### config.mk
export PLATFORM = sky130hd
export DESIGN_NAME = ivc_top
export DESIGN_NICKNAME = d
export VERILOG_FILES = /design/src/rtl/ivc_pkg.sv /design/src/rtl/ivc_strm_if.sv /design/src/rtl/ivc_fifo.sv /design/src/rtl/ivc_ramp.sv /design/src/rtl/ivc_top.sv
export VERILOG_INCLUDE_DIRS = /design/src /design/src/rtl
export SDC_FILE = /design/constraint.sdc
export NUM_CORES = 1
export LEC_CHECK = 0
export BUFFER_PORTS_ARGS = -buffer_cell sky130_fd_sc_hd__clkbuf_2
export CAP_MARGIN = 25
export CORE_UTILIZATION = 62
export DETAILED_ROUTE_END_ITERATION = 8
export PLACE_DENSITY = 0.8
export SLEW_MARGIN = 30
export SYNTH_ARGS = -nofsm -noshare
export SYNTH_HDL_FRONTEND = slang
export SYNTH_SLANG_ARGS = --single-unit
### constraint.sdc
create_clock -name i_ref_clk -period 5.5 [get_ports i_ref_clk]
set_clock_uncertainty 0.05 [all_clocks]
set_input_delay 0.275 -clock i_ref_clk [delete_from_list [all_inputs] [get_ports i_ref_clk]]
set_output_delay 0.275 -clock i_ref_clk [all_outputs]
set_load 0.02 [all_outputs]
### src/rtl/ivc_defs.svh
// Constants of the input volume and level-control mode block
// Summary of operation
// - Disabling level control ramps back to manual gains
// - All enables clear means manual per-channel gains
// - Code F1H..05H in 0.375 dB, below is mute
// - Pair A link makes left code drive both
// - Pair B link makes left code drive both
// - Full ramp takes 236/fs or 944/fs
// - Mute ramps down to -72 dB first
// - Codes kept while powered down, used after init
// - Level control starts from pair left code
// - Level control starts within recovery wait time
// - Gain writes ignored while level control active
// - Quad enable rise starts both pairs from A left
// - Quad enable overrides pair enables
// - Quad clear gives manual; pair enables keep running
// - Software powers A then B, down reverse
// - Recovery wait is 128, 256, 512 or 1024/fs
`ifndef IVC_DEFS_SVH
`define IVC_DEFS_SVH
`define IVC_CLK_HZ      250000000
`define IVC_FS_HZ       48000
`define IVC_FS_DIV      (`IVC_CLK_HZ / `IVC_FS_HZ)
`define IVC_VOL_RST     8'h91
`define IVC_CODE_MIN    8'h05
`define IVC_POS_OFS     11'd188
`define IVC_POS_CODE_MIN 11'd208
`define IVC_POS_FLOOR   11'd0
`define IVC_STEP_SLOW   11'd1
`define IVC_STEP_FAST   11'd4
`define IVC_WAIT_BASE   11'd128
`define IVC_INIT_FS     8'd16
`define IVC_SEL_AL      2'd0
`define IVC_SEL_AR      2'd1
`define IVC_SEL_BL      2'd2
`define IVC_SEL_BR      2'd3
`endif

### src/rtl/ivc_pkg.sv
// Types of the input volume and level-control mode block
package ivc_pkg;
  typedef enum logic [1:0] {
    PS_MANUAL,
    PS_START,
    PS_ALC
  } ivc_pair_st_t;
  typedef logic [10:0] ivc_pos_t;
endpackage

### src/rtl/ivc_strm_if.sv
// Valid/ready word stream carried between the block's modules
`timescale 1ns/10ps
`default_nettype none
interface ivc_strm_if #(parameter int W = 26);
  logic         valid;
  logic         ready;
  logic [W-1:0] data;
  modport src (output valid, output data, input ready);
  modport snk (input valid, input data, output ready);
endinterface
`default_nettype wire

### src/rtl/ivc_fifo.sv
// Sample FIFO with parameterised width and depth
`timescale 1ns/10ps
`default_nettype none
module ivc_fifo #(
  parameter int W     = 26,
  parameter int DEPTH = 16,
  parameter int AW    = $clog2(DEPTH)
) (
  input  wire logic i_ref_clk,
  input  wire logic i_rst_b,
  ivc_strm_if.snk   s_in,
  ivc_strm_if.src   s_out
);
  logic [W-1:0]  mem_reg [DEPTH];
  logic [AW-1:0] wr_reg, wr_next, rd_reg, rd_next;
  logic [AW:0]   cnt_reg, cnt_next;
  logic          rdy_reg, rdy_next;
  logic          push, pop;

  always_comb begin
    push     = s_in.valid && rdy_reg;
    pop      = s_out.valid && s_out.ready;
    wr_next  = push ? AW'(wr_reg + 1'b1) : wr_reg;
    rd_next  = pop ? AW'(rd_reg + 1'b1) : rd_reg;
    cnt_next = (AW+1)'(cnt_reg + {{AW{1'b0}}, push} - {{AW{1'b0}}, pop});
    // Registered ready keeps the port off the pop path
    rdy_next = cnt_next < (AW+1)'(DEPTH);
  end

  always_ff @(posedge i_ref_clk or negedge i_rst_b) begin
    if (!i_rst_b) begin
      wr_reg  <= '0;
      rd_reg  <= '0;
      cnt_reg <= '0;
      rdy_reg <= 1'b1;
    end else begin
      wr_reg  <= wr_next;
      rd_reg  <= rd_next;
      cnt_reg <= cnt_next;
      rdy_reg <= rdy_next;
    end
  end

  always_ff @(posedge i_ref_clk) begin
    if (push) begin
      mem_reg[wr_reg] <= s_in.data;
    end
  end

  assign s_in.ready  = rdy_reg;
  assign s_out.valid = cnt_reg != '0;
  assign s_out.data  = mem_reg[rd_reg];
endmodule
`default_nettype wire

### src/rtl/ivc_ramp.sv
// Per-channel soft gain ramp with power-up hold
`timescale 1ns/10ps
`default_nettype none
`include "ivc_defs.svh"
module ivc_ramp
  import ivc_pkg::*;
(
  input  wire logic     i_ref_clk,
  input  wire logic     i_rst_b,
  input  wire logic     i_fs_tick,
  input  wire logic     i_pwr,
  input  wire logic     i_fast,
  input  wire logic     i_load,
  input  wire ivc_pos_t i_target,
  output ivc_pos_t      o_pos,
  output logic          o_at_target,
  output logic          o_ready
);
  ivc_pos_t   pos_reg, pos_next, step;
  logic [7:0] init_reg, init_next;

  always_comb begin
    step      = i_fast ? `IVC_STEP_FAST : `IVC_STEP_SLOW;
    pos_next  = pos_reg;
    init_next = init_reg;
    if (!i_pwr) begin
      // Gain follows the stored code so it starts there after power-up
      pos_next  = i_target;
      init_next = '0;
    end else if (init_reg != `IVC_INIT_FS) begin
      pos_next  = i_target;
      init_next = i_fs_tick ? 8'(init_reg + 1'b1) : init_reg;
    end else if (i_load) begin
      pos_next  = i_target;
    end else if (i_fs_tick) begin
      // Target re-read every tick, so a new code retargets at once
      if (pos_reg < i_target) begin
        pos_next = (i_target - pos_reg > step) ? ivc_pos_t'(pos_reg + step) : i_target;
      end else if (pos_reg > i_target) begin
        pos_next = (pos_reg - i_target > step) ? ivc_pos_t'(pos_reg - step) : i_target;
      end
    end
  end

  always_ff @(posedge i_ref_clk or negedge i_rst_b) begin
    if (!i_rst_b) begin
      pos_reg  <= ivc_pos_t'({`IVC_VOL_RST, 2'b00}) + `IVC_POS_OFS;
      init_reg <= '0;
    end else begin
      pos_reg  <= pos_next;
      init_reg <= init_next;
    end
  end

  assign o_pos       = pos_reg;
  assign o_at_target = pos_reg == i_target;
  assign o_ready     = init_reg == `IVC_INIT_FS;
endmodule
`default_nettype wire

### src/rtl/ivc_top.sv
// Input volume stage with manual, pair-linked and quad-linked level control modes
`timescale 1ns/10ps
`default_nettype none
`include "ivc_defs.svh"
module ivc_top
  import ivc_pkg::*;
#(
  parameter int DW     = 24,
  parameter int DEPTH  = 16,
  parameter int FS_DIV = `IVC_FS_DIV
) (
  input  wire logic          i_ref_clk,
  input  wire logic          i_rst_b,
  input  wire logic          i_vol_wr_en,
  input  wire logic [1:0]    i_vol_wr_sel,
  input  wire logic [7:0]    i_vol_wr_data,
  input  wire logic          i_vol_link_pair_a,
  input  wire logic          i_vol_link_pair_b,
  input  wire logic          i_vol_ramp_time_sel,
  input  wire logic          i_lvl_ctrl_en_pair_a,
  input  wire logic          i_lvl_ctrl_en_pair_b,
  input  wire logic          i_lvl_ctrl_quad_link_en,
  input  wire logic [1:0]    i_recovery_wait_sel,
  input  wire logic          i_pwr_adc_a_left,
  input  wire logic          i_pwr_adc_a_right,
  input  wire logic          i_pwr_adc_b_left,
  input  wire logic          i_pwr_adc_b_right,
  input  wire logic [7:0]    i_alc_gain_a,
  input  wire logic [7:0]    i_alc_gain_b,
  input  wire logic          i_smp_valid,
  input  wire logic [1:0]    i_smp_chan,
  input  wire logic [DW-1:0] i_smp_data,
  output logic               o_smp_ready,
  input  wire logic          i_out_ready,
  output logic               o_out_valid,
  output logic [1:0]         o_out_chan,
  output logic [DW-1:0]      o_out_data,
  output logic [7:0]         o_out_gain_code,
  output logic               o_out_muted,
  output logic [1:0]         o_lvl_ctrl_active,
  output logic [7:0]         o_alc_start_code_a,
  output logic [7:0]         o_alc_start_code_b,
  output logic [10:0]        o_recovery_wait_len,
  output logic [3:0][7:0]    o_vol_code
);
  localparam int FW = DW + 2;
  localparam int CW = $clog2(FS_DIV);

  // Gain code to ramp position in 0.09375 dB units; mute codes aim at -72 dB
  function automatic ivc_pos_t code_to_pos(input logic [7:0] code);
    if (code < `IVC_CODE_MIN) begin
      code_to_pos = `IVC_POS_FLOOR;
    end else begin
      code_to_pos = ivc_pos_t'({code, 2'b00}) + `IVC_POS_OFS;
    end
  endfunction

  function automatic logic [7:0] pos_to_code(input ivc_pos_t pos);
    ivc_pos_t d;
    d = pos - `IVC_POS_OFS;
    pos_to_code = (pos >= `IVC_POS_CODE_MIN) ? d[9:2] : 8'h00;
  endfunction

  // Sample-rate enable from the reference clock
  logic [CW-1:0] div_reg, div_next;
  logic          tick_reg, tick_next;

  always_comb begin
    tick_next = div_reg == CW'(FS_DIV - 1);
    div_next  = tick_next ? '0 : CW'(div_reg + 1'b1);
  end

  always_ff @(posedge i_ref_clk or negedge i_rst_b) begin
    if (!i_rst_b) begin
      div_reg  <= '0;
      tick_reg <= 1'b0;
    end else begin
      div_reg  <= div_next;
      tick_reg <= tick_next;
    end
  end

  // Pair mode control
  ivc_pair_st_t st_reg [2];
  ivc_pair_st_t st_next [2];
  logic [10:0]  wait_reg [2];
  logic [10:0]  wait_next [2];
  logic [7:0]   vol_reg [4];
  logic [7:0]   vol_next [4];
  logic [1:0]   act_reg, act_next;
  logic [7:0]   start_reg [2];
  logic [7:0]   start_next [2];
  logic [10:0]  wait_len;
  logic [1:0]   eff_en, quad_rise;
  logic         quad_d_reg;
  logic [3:0]   pwr, at_tgt, rdy, load;
  ivc_pos_t     tgt [4];
  ivc_pos_t     pos [4];

  always_comb begin
    wait_len  = `IVC_WAIT_BASE << i_recovery_wait_sel;
    // Quad link overrides both pair enables
    eff_en    = i_lvl_ctrl_quad_link_en ? 2'b11
              : {i_lvl_ctrl_en_pair_b, i_lvl_ctrl_en_pair_a};
    quad_rise = {2{i_lvl_ctrl_quad_link_en && !quad_d_reg}};
    // Each channel powers on its own; pair order is left to software
    pwr       = {i_pwr_adc_b_right, i_pwr_adc_b_left,
                 i_pwr_adc_a_right, i_pwr_adc_a_left};
    for (int p = 0; p < 2; p++) begin
      st_next[p]    = st_reg[p];
      wait_next[p]  = wait_reg[p];
      act_next[p]   = 1'b0;
      // Quad start gain is always pair A left, else the pair's own left
      start_next[p] = i_lvl_ctrl_quad_link_en ? vol_reg[`IVC_SEL_AL]
                    : vol_reg[2*p];
      case (st_reg[p])
        PS_MANUAL: begin
          wait_next[p] = '0;
          if ((eff_en[p] || quad_rise[p]) && rdy[2*p] && rdy[2*p+1]) begin
            st_next[p] = PS_START;
          end
        end
        PS_START: begin
          act_next[p] = 1'b1;
          if (!eff_en[p]) begin
            st_next[p] = PS_MANUAL;
          end else if ((at_tgt[2*p] && at_tgt[2*p+1]) || wait_reg[p] >= wait_len) begin
            // Never later than the recovery wait
            st_next[p] = PS_ALC;
          end else if (tick_reg) begin
            wait_next[p] = 11'(wait_reg[p] + 1'b1);
          end
        end
        PS_ALC: begin
          act_next[p]  = 1'b1;
          // Count cleared so the reported wait covers START only
          wait_next[p] = '0;
          // Pair enables set before quad clears keep the pair running
          if (!eff_en[p]) begin
            st_next[p] = PS_MANUAL;
          end
        end
        default: st_next[p] = PS_MANUAL;
      endcase
    end
    for (int c = 0; c < 4; c++) begin
      vol_next[c] = vol_reg[c];
      // Writes land while powered down too, so the code is kept
      if (i_vol_wr_en && i_vol_wr_sel == 2'(c) && st_reg[c/2] == PS_MANUAL) begin
        vol_next[c] = i_vol_wr_data;
      end
    end
  end

  always_ff @(posedge i_ref_clk or negedge i_rst_b) begin
    if (!i_rst_b) begin
      for (int p = 0; p < 2; p++) begin
        st_reg[p]    <= PS_MANUAL;
        wait_reg[p]  <= '0;
        start_reg[p] <= `IVC_VOL_RST;
      end
      for (int c = 0; c < 4; c++) begin
        vol_reg[c] <= `IVC_VOL_RST;
      end
      act_reg    <= '0;
      quad_d_reg <= 1'b0;
    end else begin
      st_reg     <= st_next;
      wait_reg   <= wait_next;
      start_reg  <= start_next;
      vol_reg    <= vol_next;
      act_reg    <= act_next;
      quad_d_reg <= i_lvl_ctrl_quad_link_en;
    end
  end

  // Ramp targets per channel
  always_comb begin
    for (int c = 0; c < 4; c++) begin
      load[c] = 1'b0;
      case (st_reg[c/2])
        PS_START: tgt[c] = code_to_pos(start_reg[c/2]);
        PS_ALC: begin
          // Level-control engine gain is applied directly
          tgt[c]  = code_to_pos((c < 2 || i_lvl_ctrl_quad_link_en) ? i_alc_gain_a
                                                                   : i_alc_gain_b);
          load[c] = 1'b1;
        end
        default: begin
          tgt[c] = code_to_pos(vol_reg[c]);
          if (c == 1 && i_vol_link_pair_a) begin
            tgt[c] = code_to_pos(vol_reg[`IVC_SEL_AL]);
          end
          if (c == 3 && i_vol_link_pair_b) begin
            tgt[c] = code_to_pos(vol_reg[`IVC_SEL_BL]);
          end
        end
      endcase
    end
  end

  for (genvar g = 0; g < 4; g++) begin : g_ramp
    ivc_ramp u_ramp (
      .i_ref_clk   (i_ref_clk),
      .i_rst_b     (i_rst_b),
      .i_fs_tick   (tick_reg),
      .i_pwr       (pwr[g]),
      .i_fast      (!i_vol_ramp_time_sel),
      .i_load      (load[g]),
      .i_target    (tgt[g]),
      .o_pos       (pos[g]),
      .o_at_target (at_tgt[g]),
      .o_ready     (rdy[g])
    );
  end

  // Sample path through the FIFO
  ivc_strm_if #(.W(FW)) s_in ();
  ivc_strm_if #(.W(FW)) s_out ();

  assign s_in.valid = i_smp_valid;
  assign s_in.data  = {i_smp_chan, i_smp_data};
  assign o_smp_ready = s_in.ready;

  ivc_fifo #(.W(FW), .DEPTH(DEPTH)) u_fifo (
    .i_ref_clk (i_ref_clk),
    .i_rst_b   (i_rst_b),
    .s_in      (s_in),
    .s_out     (s_out)
  );

  logic          ov_reg, ov_next, om_reg, om_next;
  logic [1:0]    oc_reg, oc_next;
  logic [DW-1:0] od_reg, od_next;
  logic [7:0]    og_reg, og_next;
  logic [3:0][7:0] vc_reg, vc_next;
  logic [1:0]    pop_ch;

  always_comb begin
    pop_ch       = s_out.data[FW-1:DW];
    s_out.ready  = !ov_reg || i_out_ready;
    ov_next      = ov_reg;
    oc_next      = oc_reg;
    od_next      = od_reg;
    og_next      = og_reg;
    om_next      = om_reg;
    if (s_out.ready) begin
      ov_next = s_out.valid;
      if (s_out.valid) begin
        oc_next = pop_ch;
        og_next = pos_to_code(pos[pop_ch]);
        // Mute only once the ramp has reached the floor
        om_next = pos[pop_ch] == `IVC_POS_FLOOR;
        od_next = om_next ? '0 : s_out.data[DW-1:0];
      end
    end
    for (int c = 0; c < 4; c++) begin
      vc_next[c] = pos_to_code(pos[c]);
    end
  end

  always_ff @(posedge i_ref_clk or negedge i_rst_b) begin
    if (!i_rst_b) begin
      ov_reg <= 1'b0;
      oc_reg <= '0;
      od_reg <= '0;
      og_reg <= `IVC_VOL_RST;
      om_reg <= 1'b0;
      vc_reg <= {4{`IVC_VOL_RST}};
    end else begin
      ov_reg <= ov_next;
      oc_reg <= oc_next;
      od_reg <= od_next;
      og_reg <= og_next;
      om_reg <= om_next;
      vc_reg <= vc_next;
    end
  end

  assign o_out_valid         = ov_reg;
  assign o_out_chan          = oc_reg;
  assign o_out_data          = od_reg;
  assign o_out_gain_code     = og_reg;
  assign o_out_muted         = om_reg;
  assign o_lvl_ctrl_active   = act_reg;
  assign o_alc_start_code_a  = start_reg[0];
  assign o_alc_start_code_b  = start_reg[1];
  assign o_recovery_wait_len = wait_reg[0] | wait_reg[1];
  assign o_vol_code          = vc_reg;
endmodule
`default_nettype wire

==> run metrics, run 1 <==
commonest cells after routing, fill and taps aside 416 x edfxtp_1, 202 x dfrtp_1, 196 x nand2_1; CP arrival ~5700 ps; status finished, final reports clean; placed cell area ~37,000 µm²; CTS tree built; HPWL Detailed 67,100 µm; Syn Area/Cell around 12 µm²; Worst Path Max Fanout 7; PD cells 515 nW/µm²; CP max stage delay 570 ps; Ys Warns 0; max-cap violations 0; Total GRT Usage 36.9%; crit path time final 5170 ps; DRT Pass-1 Iters 6; final WL roughly 110,000 µm; Post-Syn Area roughly 35,000 µm²; DIE AREA a little under 60,000 µm²; placer congestion estimate between 0.9 and 1; post-synthesis simple-gate area fraction about an eighth; Worst R2R Setup Slack about 330 ps; Synth Area in Adders between 6 and 7%; Clock Path Buffers 3; HP Class in2reg; main combinational cell family by area after synthesis simple AND/OR/NAND/NOR gates; GRT Residual Overflow 0; Clock Sinks ~660; Residual DRC 0; fin util between 70% and 80%; Synth cell types just under 90; GR Util met1 between 40% and 50%; DR WL/cell 26.8 µm; fmax about 0.19 GHz; largest net degree at the start of global routing 149; via/cell ratio roughly 6.7; H-tree Lvls 3; final number of setup-violating endpoints 0; Compound-Gate Fraction of Synth Area roughly 11%; WP data required around 6000 ps; Initial Utilization around 63%; Clock Pin Slew Worst Setup and Hold Paths roughly 70 ps; GR met2 Demand/Resource roughly three fifths; sum of negative setup slack 0 ps; Post-synth EDFFs ~420; Hold WS roughly 38 ps; post-route clock period utilization 93.9%; sequential fraction of the synthesis area ~53%; most frequent CP cell buf_4; Worst IR Drop VDD approximately 370 µV; reg2reg start o_alc_start_code_b[5]$_DFF_PN0_; Most used DFF post-synth edfxtp_1; Least-Margin Pin Slew between 1000 and 1500 ps; Critical R2R Capture g_ramp[2].u_ramp.o_pos[8]$_DFFE_PN1P_; Layout Nets around 3,400; die height 241 µm; TritonCTS Buffers 68; share of layout cells above drive strength 1 around 20%; Root Driver clkbuf_16; CP Capture Point g_ramp[2].u_ramp.o_pos[8]$_DFFE_PN1P_; slew margin rel. 31.4%; critical path's slowest cell a2111oi_1; cells along the critical path or4_1, o31ai_1, buf_4, a21o_1, o21ai_0, and2_1, or2_2, ha_1, a21o_1, a21oi_1, nor2_1, or4_1, a2111oi_1, buf_4, nor2_1, buf_4, o21ai_1, buf_4, a21oi_1, a211oi_1; critical path endpoint category register; most used routing layer met2; max reg flops 416; Setup WS post-layout 335 ps; core area between 50,000 and 60,000 µm²; FF+latch count, synth between 600 and 700; final instance area about 40,000 µm²; R2R depth 20; origin of the worst setup path o_alc_start_code_b[5]$_DFF_PN0_; FP Rows 87; Syn Inst Count ~2,900; P&R area growth vs syn 13.0%; dpl ws approximately 30 ps; Final Hold Viols 0; met3 global-route usage about 6.9%; Synth async-reset ratio between 30% and 40%; commonest non-fill, non-tap cell in the layout edfxtp_1; unrepaired setup endpoints after global routing false; LEAKAGE around 16 nW; die width 241 µm; Vias about 26,000; syn_nets 3,144; initial antenna violation count 2; Slew Limit Fails 0; DRT antenna net count 0; worst skew pair latency 620 ps; DR iter-0 viols a little under 3,000; mux share of post-synthesis cell area approximately a tenth; startpoint types register; critical path class reg2reg; vias in the first global route between 20,000 and 30,000; I/O pin cnt between 150 and 200; first-pass GRT wire length 158,000 µm; Synth Area in XOR/XNOR about 4.2%; # port buffers 166
[cell usage after synthesis, types with 12 or more instances]
library cell | instances | area (µm²)
edfxtp_1 | 416 | 12500
or2_2 | 23 | 144
xnor2_1 | 109 | 955
a21o_1 | 34 | 255
a22o_1 | 12 | 105
mux4_2 | 126 | 2840
and3_1 | 23 | 144
o21ai_0 | 104 | 521
clkbuf_1 | 84 | 315
a22oi_1 | 18 | 135
nor4_1 | 21 | 131
nor2b_1 | 33 | 206
nor3_1 | 76 | 380
a221o_1 | 12 | 120
o21a_1 | 30 | 225
inv_1 | 175 | 657
ha_1 | 162 | 2030
a221oi_1 | 16 | 140
nand2_1 | 197 | 739
a21oi_1 | 117 | 586
and2_1 | 70 | 438
nor3b_1 | 21 | 158
nor2_1 | 149 | 559
o31ai_1 | 19 | 143
o21ai_2 | 20 | 175
o211ai_1 | 21 | 158
mux2_2 | 48 | 541
mux2i_1 | 24 | 240
buf_1 | 12 | 45.0
nand4_1 | 37 | 231
a211oi_1 | 13 | 97.6
o22ai_1 | 32 | 200
nand3_1 | 84 | 420
o21bai_1 | 12 | 90.1
xor2_1 | 59 | 517
a31oi_1 | 22 | 138
o221ai_1 | 18 | 158
or3_1 | 30 | 188
nand2b_1 | 23 | 144
dfrtp_1 | 206 | 5150
dfstp_2 | 42 | 1100
[routing by layer]
layer	part of all wire (%)	vias to the layer above
li1	-	11428
met1	36	12997
met2	49	1620
met3	8.8	388
met4	6.0	2
met5	0.011	-
[final cells by class]
class | count | area (µm²)
Antenna cell | 1 | 2.50
Clock buffer | 94 | 1850
Clock inverter | 30 | 387
Fill cell | 3765 | 16300
Inverter | 177 | 664
Multi-Input combinational cell | 1954 | 15600
Sequential cell | 664 | 18800
Tap cell | 756 | 946
Timing Repair Buffer | 282 | 1840
[stage by stage]
step | total power, W | instances
detailed placement | 0.0156 | 3803
global route | 0.0216 | 3958
CTS | 0.0205 | 3954
floorplan | 0.0130 | 2908
global placement | 0.0153 | 3803
finish | 0.0206 | 3958
[worst min-delay path by stage]
stage	to	cells past startpoint	startpoint
after floorplan	div_reg[0]$_DFF_PN0_	0	i_rst_b
after global placement	g_ramp[1].u_ramp.o_pos[5]$_DFFE_PN0P_	1	i_rst_b
after detailed placement	o_alc_start_code_a[7]$_DFF_PN1_	0	start_next[15]$_DFFE_PN1P_
after CTS	u_fifo.mem_reg[1][21]$_DFFE_PP_	1	i_smp_data[21]
after global routing	u_fifo.mem_reg[4][4]$_DFFE_PP_	1	i_smp_data[4]
final	u_fifo.mem_reg[1][21]$_DFFE_PP_	1	i_smp_data[21]
[timing repair]
| action | 4_1_cts | 5_1_grt |
|---|---|---|
| hold endpoints to repair | 244 | 0 |
| setup endpoints to repair | 0 | 16 |
| hold buffers | 27 | 0 |
| gates resized for setup | 0 | 6 |
| buffers inserted | 0 | 2 |
[cell families (layout without fill, tap and decap cells)]
| logic type | Yosys count | count (layout) |
|---|---|---|
| AO/OA/AOI/OAI | 582 | 582 |
| XOR/XNOR | 168 | 168 |
| adder cells (fa/ha/maj) | 167 | 167 |
| buffers and inverters | 290 | 583 |
| flip-flops | 664 | 664 |
| multiplexers | 199 | 199 |
| other | 0 | 1 |
| AND/OR/NAND/NOR | 838 | 838 |
[critical path: cells and delay by family, from the launching register on]
kind | cells | cell delay (ps)
AO/OA/AOI/OAI | 9 | 1800
flip-flops | 1 | 440
adder cells (fa/ha/maj) | 1 | 360
buffers and inverters | 4 | 800
AND/OR/NAND/NOR | 6 | 1650
[report_power, final]
group	total [W]	switching [W]	internal, W
Combinational	0.00885	0.00513	0.00371
Sequential	0.00705	0.000992	0.00606
Clock	0.00474	0.00206	0.00268
Note: power is estimated with default switching activity, not from simulation.
==> inputs of run 2 (changes only) <==
--- a/config.mk
+++ b/config.mk
@@ -8,9 +8,10 @@
 export LEC_CHECK = 0
 export BUFFER_PORTS_ARGS = -buffer_cell sky130_fd_sc_hd__clkbuf_2
 export CAP_MARGIN = 25
+export CORE_MARGIN = 5
 export CORE_UTILIZATION = 62
 export DETAILED_ROUTE_END_ITERATION = 8
-export PLACE_DENSITY = 0.8
+export PLACE_DENSITY = 0.89
 export SLEW_MARGIN = 30
 export SYNTH_ARGS = -nofsm -noshare
 export SYNTH_HDL_FRONTEND = slang
==> run metrics, run 2 (same netlist as run 1, synthesis figures left out) <==
status finished, final reports clean; R2R depth 15 (-25%); vias in the first global route 27,053 (+3.0%); CTS tree built; PD cells 524 nW/µm² (+1.7%); fmax 0.190 GHz (-1.7%); fillers 3,627 (-3.7%); Min-Delay Path Depth 2 (+1); CP Capture Point g_ramp[0].u_ramp.o_pos[6]$_DFFE_PN0P_; initial antenna violation count 4 (+2); HP Class in2reg; first-pass GRT wire length 170,000 µm (+8.1%); TritonCTS Buffers 71 (+4.4%); Least-Margin Pin Slew 935 ps (-93.9 ps); die height 249 µm (+3.3%); LEAKAGE 15.6 nW (+0.17%); Residual DRC 0 (unchanged); share of layout cells above drive strength 1 20.1% (-0.062 points); Clock Pin Slew Worst Setup and Hold Paths 70 ps (about the same); Power, Total 0.0210 W (+1.9%); final WL 113,000 µm (+6.7%); DRT antenna net count 0 (unchanged); WP data required 5980 ps (about the same); I/O pin cnt 167 (unchanged); commonest non-fill, non-tap cell in the layout edfxtp_1; reg2reg start o_alc_start_code_a[6]$_DFF_PN0_; Clock Sinks 664 (unchanged); Critical R2R Capture g_ramp[0].u_ramp.o_pos[6]$_DFFE_PN0P_; DR iter-0 viols 3,500 (+18%); Worst Path Max Fanout 8 (+1); Worst IR Drop VDD 466 µV (+25%); placer congestion estimate 0.958 (-2.7%); Layout Nets 3,374 (-0.27%); FP Rows 87 (unchanged); Slew Limit Fails 0 (unchanged); via/cell ratio 6.92 (+3.7%); final number of setup-violating endpoints 0 (unchanged); origin of the worst setup path o_alc_start_code_a[6]$_DFF_PN0_; HPWL Detailed 69,400 µm (+3.6%); sum of negative setup slack 0 ps (unchanged); critical path endpoint category register; post-route clock period utilization 95.6% (+1.6 points); GRT Residual Overflow 0 (unchanged); worst skew pair latency 640 ps (+20 ps); unrepaired setup endpoints after global routing false; Initial Utilization 62.7% (-0.12 points); Clock Path Buffers 3 (unchanged); CP arrival 5730 ps (+80 ps); max-cap violations 0 (unchanged); critical path class reg2reg; Total GRT Usage 35.7% (-1.1 points); post-CTS setup buffer count 0 (unchanged); crit path time final 5260 ps (+90.6 ps); P&R area growth vs syn 13.2%; DR WL/cell 28.6 µm (+6.8%); DRT Pass-1 Iters 8 (+2); # port buffers 166 (unchanged); Final Hold Viols 0 (unchanged); startpoint types register; max reg flops 416 (unchanged); H-tree Lvls 3 (unchanged); slew margin rel. 37.5% (+6.2 points); Worst R2R Setup Slack 240 ps (-90 ps); DIE AREA 62,000 µm² (+6.7%); Vias 27,384 (+3.6%); Root Driver clkbuf_16; core area 56,500 µm² (+0.19%); die width 249 µm (+3.3%); largest net degree at the start of global routing 117 (-21%); commonest cells after routing, fill and taps aside 416 x edfxtp_1, 202 x dfrtp_1, 196 x nand2_1
run 2: cell types whose count changed in the layout (fill, tap and decap cells not counted), sizes merged:
cell,change
diode,+2
clkbuf,+2
bufinv,+1
clkinv,+5
buf,-9
dlygate4sd3,-3
inv,-1
run 2: per-layer routing:
layer | global-route usage, % | wire length [µm]
met1 | 44.5 | 39700
met2 | 59.6 | 54700
met4 | 18.8 | 7540
met5 | 0 | 0
met3 | 7.35 | 11300
run 2: final cells by class:
cell class	count	area [µm²]	area share (%)
antenna	3	7.51	0.0187
timing repair buffer	270	1700	4.23
clock inverter	35	454	1.13
clock buffer	96	1980	4.94
inverter	177	664	1.66
tap	756	946	2.36
sequential	664	18800	46.8
multi-input combinational	1954	15600	38.9
run 2: how the worst min path moves through the flow:
stage | start | to | slack (ps)
after CTS | i_smp_data[14] | u_fifo.mem_reg[10][14]$_DFFE_PP_ | 0.8
after global routing | i_smp_data[1] | u_fifo.mem_reg[7][1]$_DFFE_PP_ | 10
after floorplan | i_rst_b | div_reg[0]$_DFF_PN0_ | -70
final | i_vol_wr_data[6] | start_next[14]$_DFFE_PN0P_ | 20
after global placement | i_rst_b | g_ramp[1].u_ramp.o_pos[1]$_DFFE_PN0P_ | 260
after detailed placement | i_rst_b | g_ramp[1].u_ramp.o_pos[1]$_DFFE_PN0P_ | 280
run 2: worst max-delay path, stage by stage (launching register included):
cell and delay [ps]:
dfrtp_1 440, or4_1 510, o31ai_1 300, buf_4 210, o221ai_1 230, o21a_1 310, ha_1 410, or3b_2 500
a211oi_1 460, a221oi_1 200, xor2_1 160, nand4b_1 210, o311ai_2 300, buf_4 220, nand3_1 300, o221ai_1 330
run 2: what timing repair did:
action	in CTS	in global routing
endpoints found under the hold margin	242	0
resized for setup	0	7
setup endpoints to repair	0	22
hold buffers	24	0
run 2: report_power, final:
group          leakage (nW)  switching (W)  internal [W]
Clock                  1.18        0.00217       0.00290
Sequential             6.81       0.000952       0.00606
Combinational          7.57        0.00527       0.00368
Total                  15.6        0.00839        0.0126
run 2: stage by stage:
step | instance area, µm² | cells | utilization, % | hold WS, ps | setup slack, ps
global route | 40100 | 3955 | 71.0 | 13.5 | 4.28
floorplan | 35400 | 2908 | - | -70.6 | 148
detailed placement | 37400 | 3797 | 66.2 | 276 | 71.0
finish | 40100 | 3955 | 71.0 | 20.7 | 244
global placement | 37400 | 3797 | 66.2 | 261 | 205
CTS | 40100 | 3952 | 70.9 | 0.785 | 165
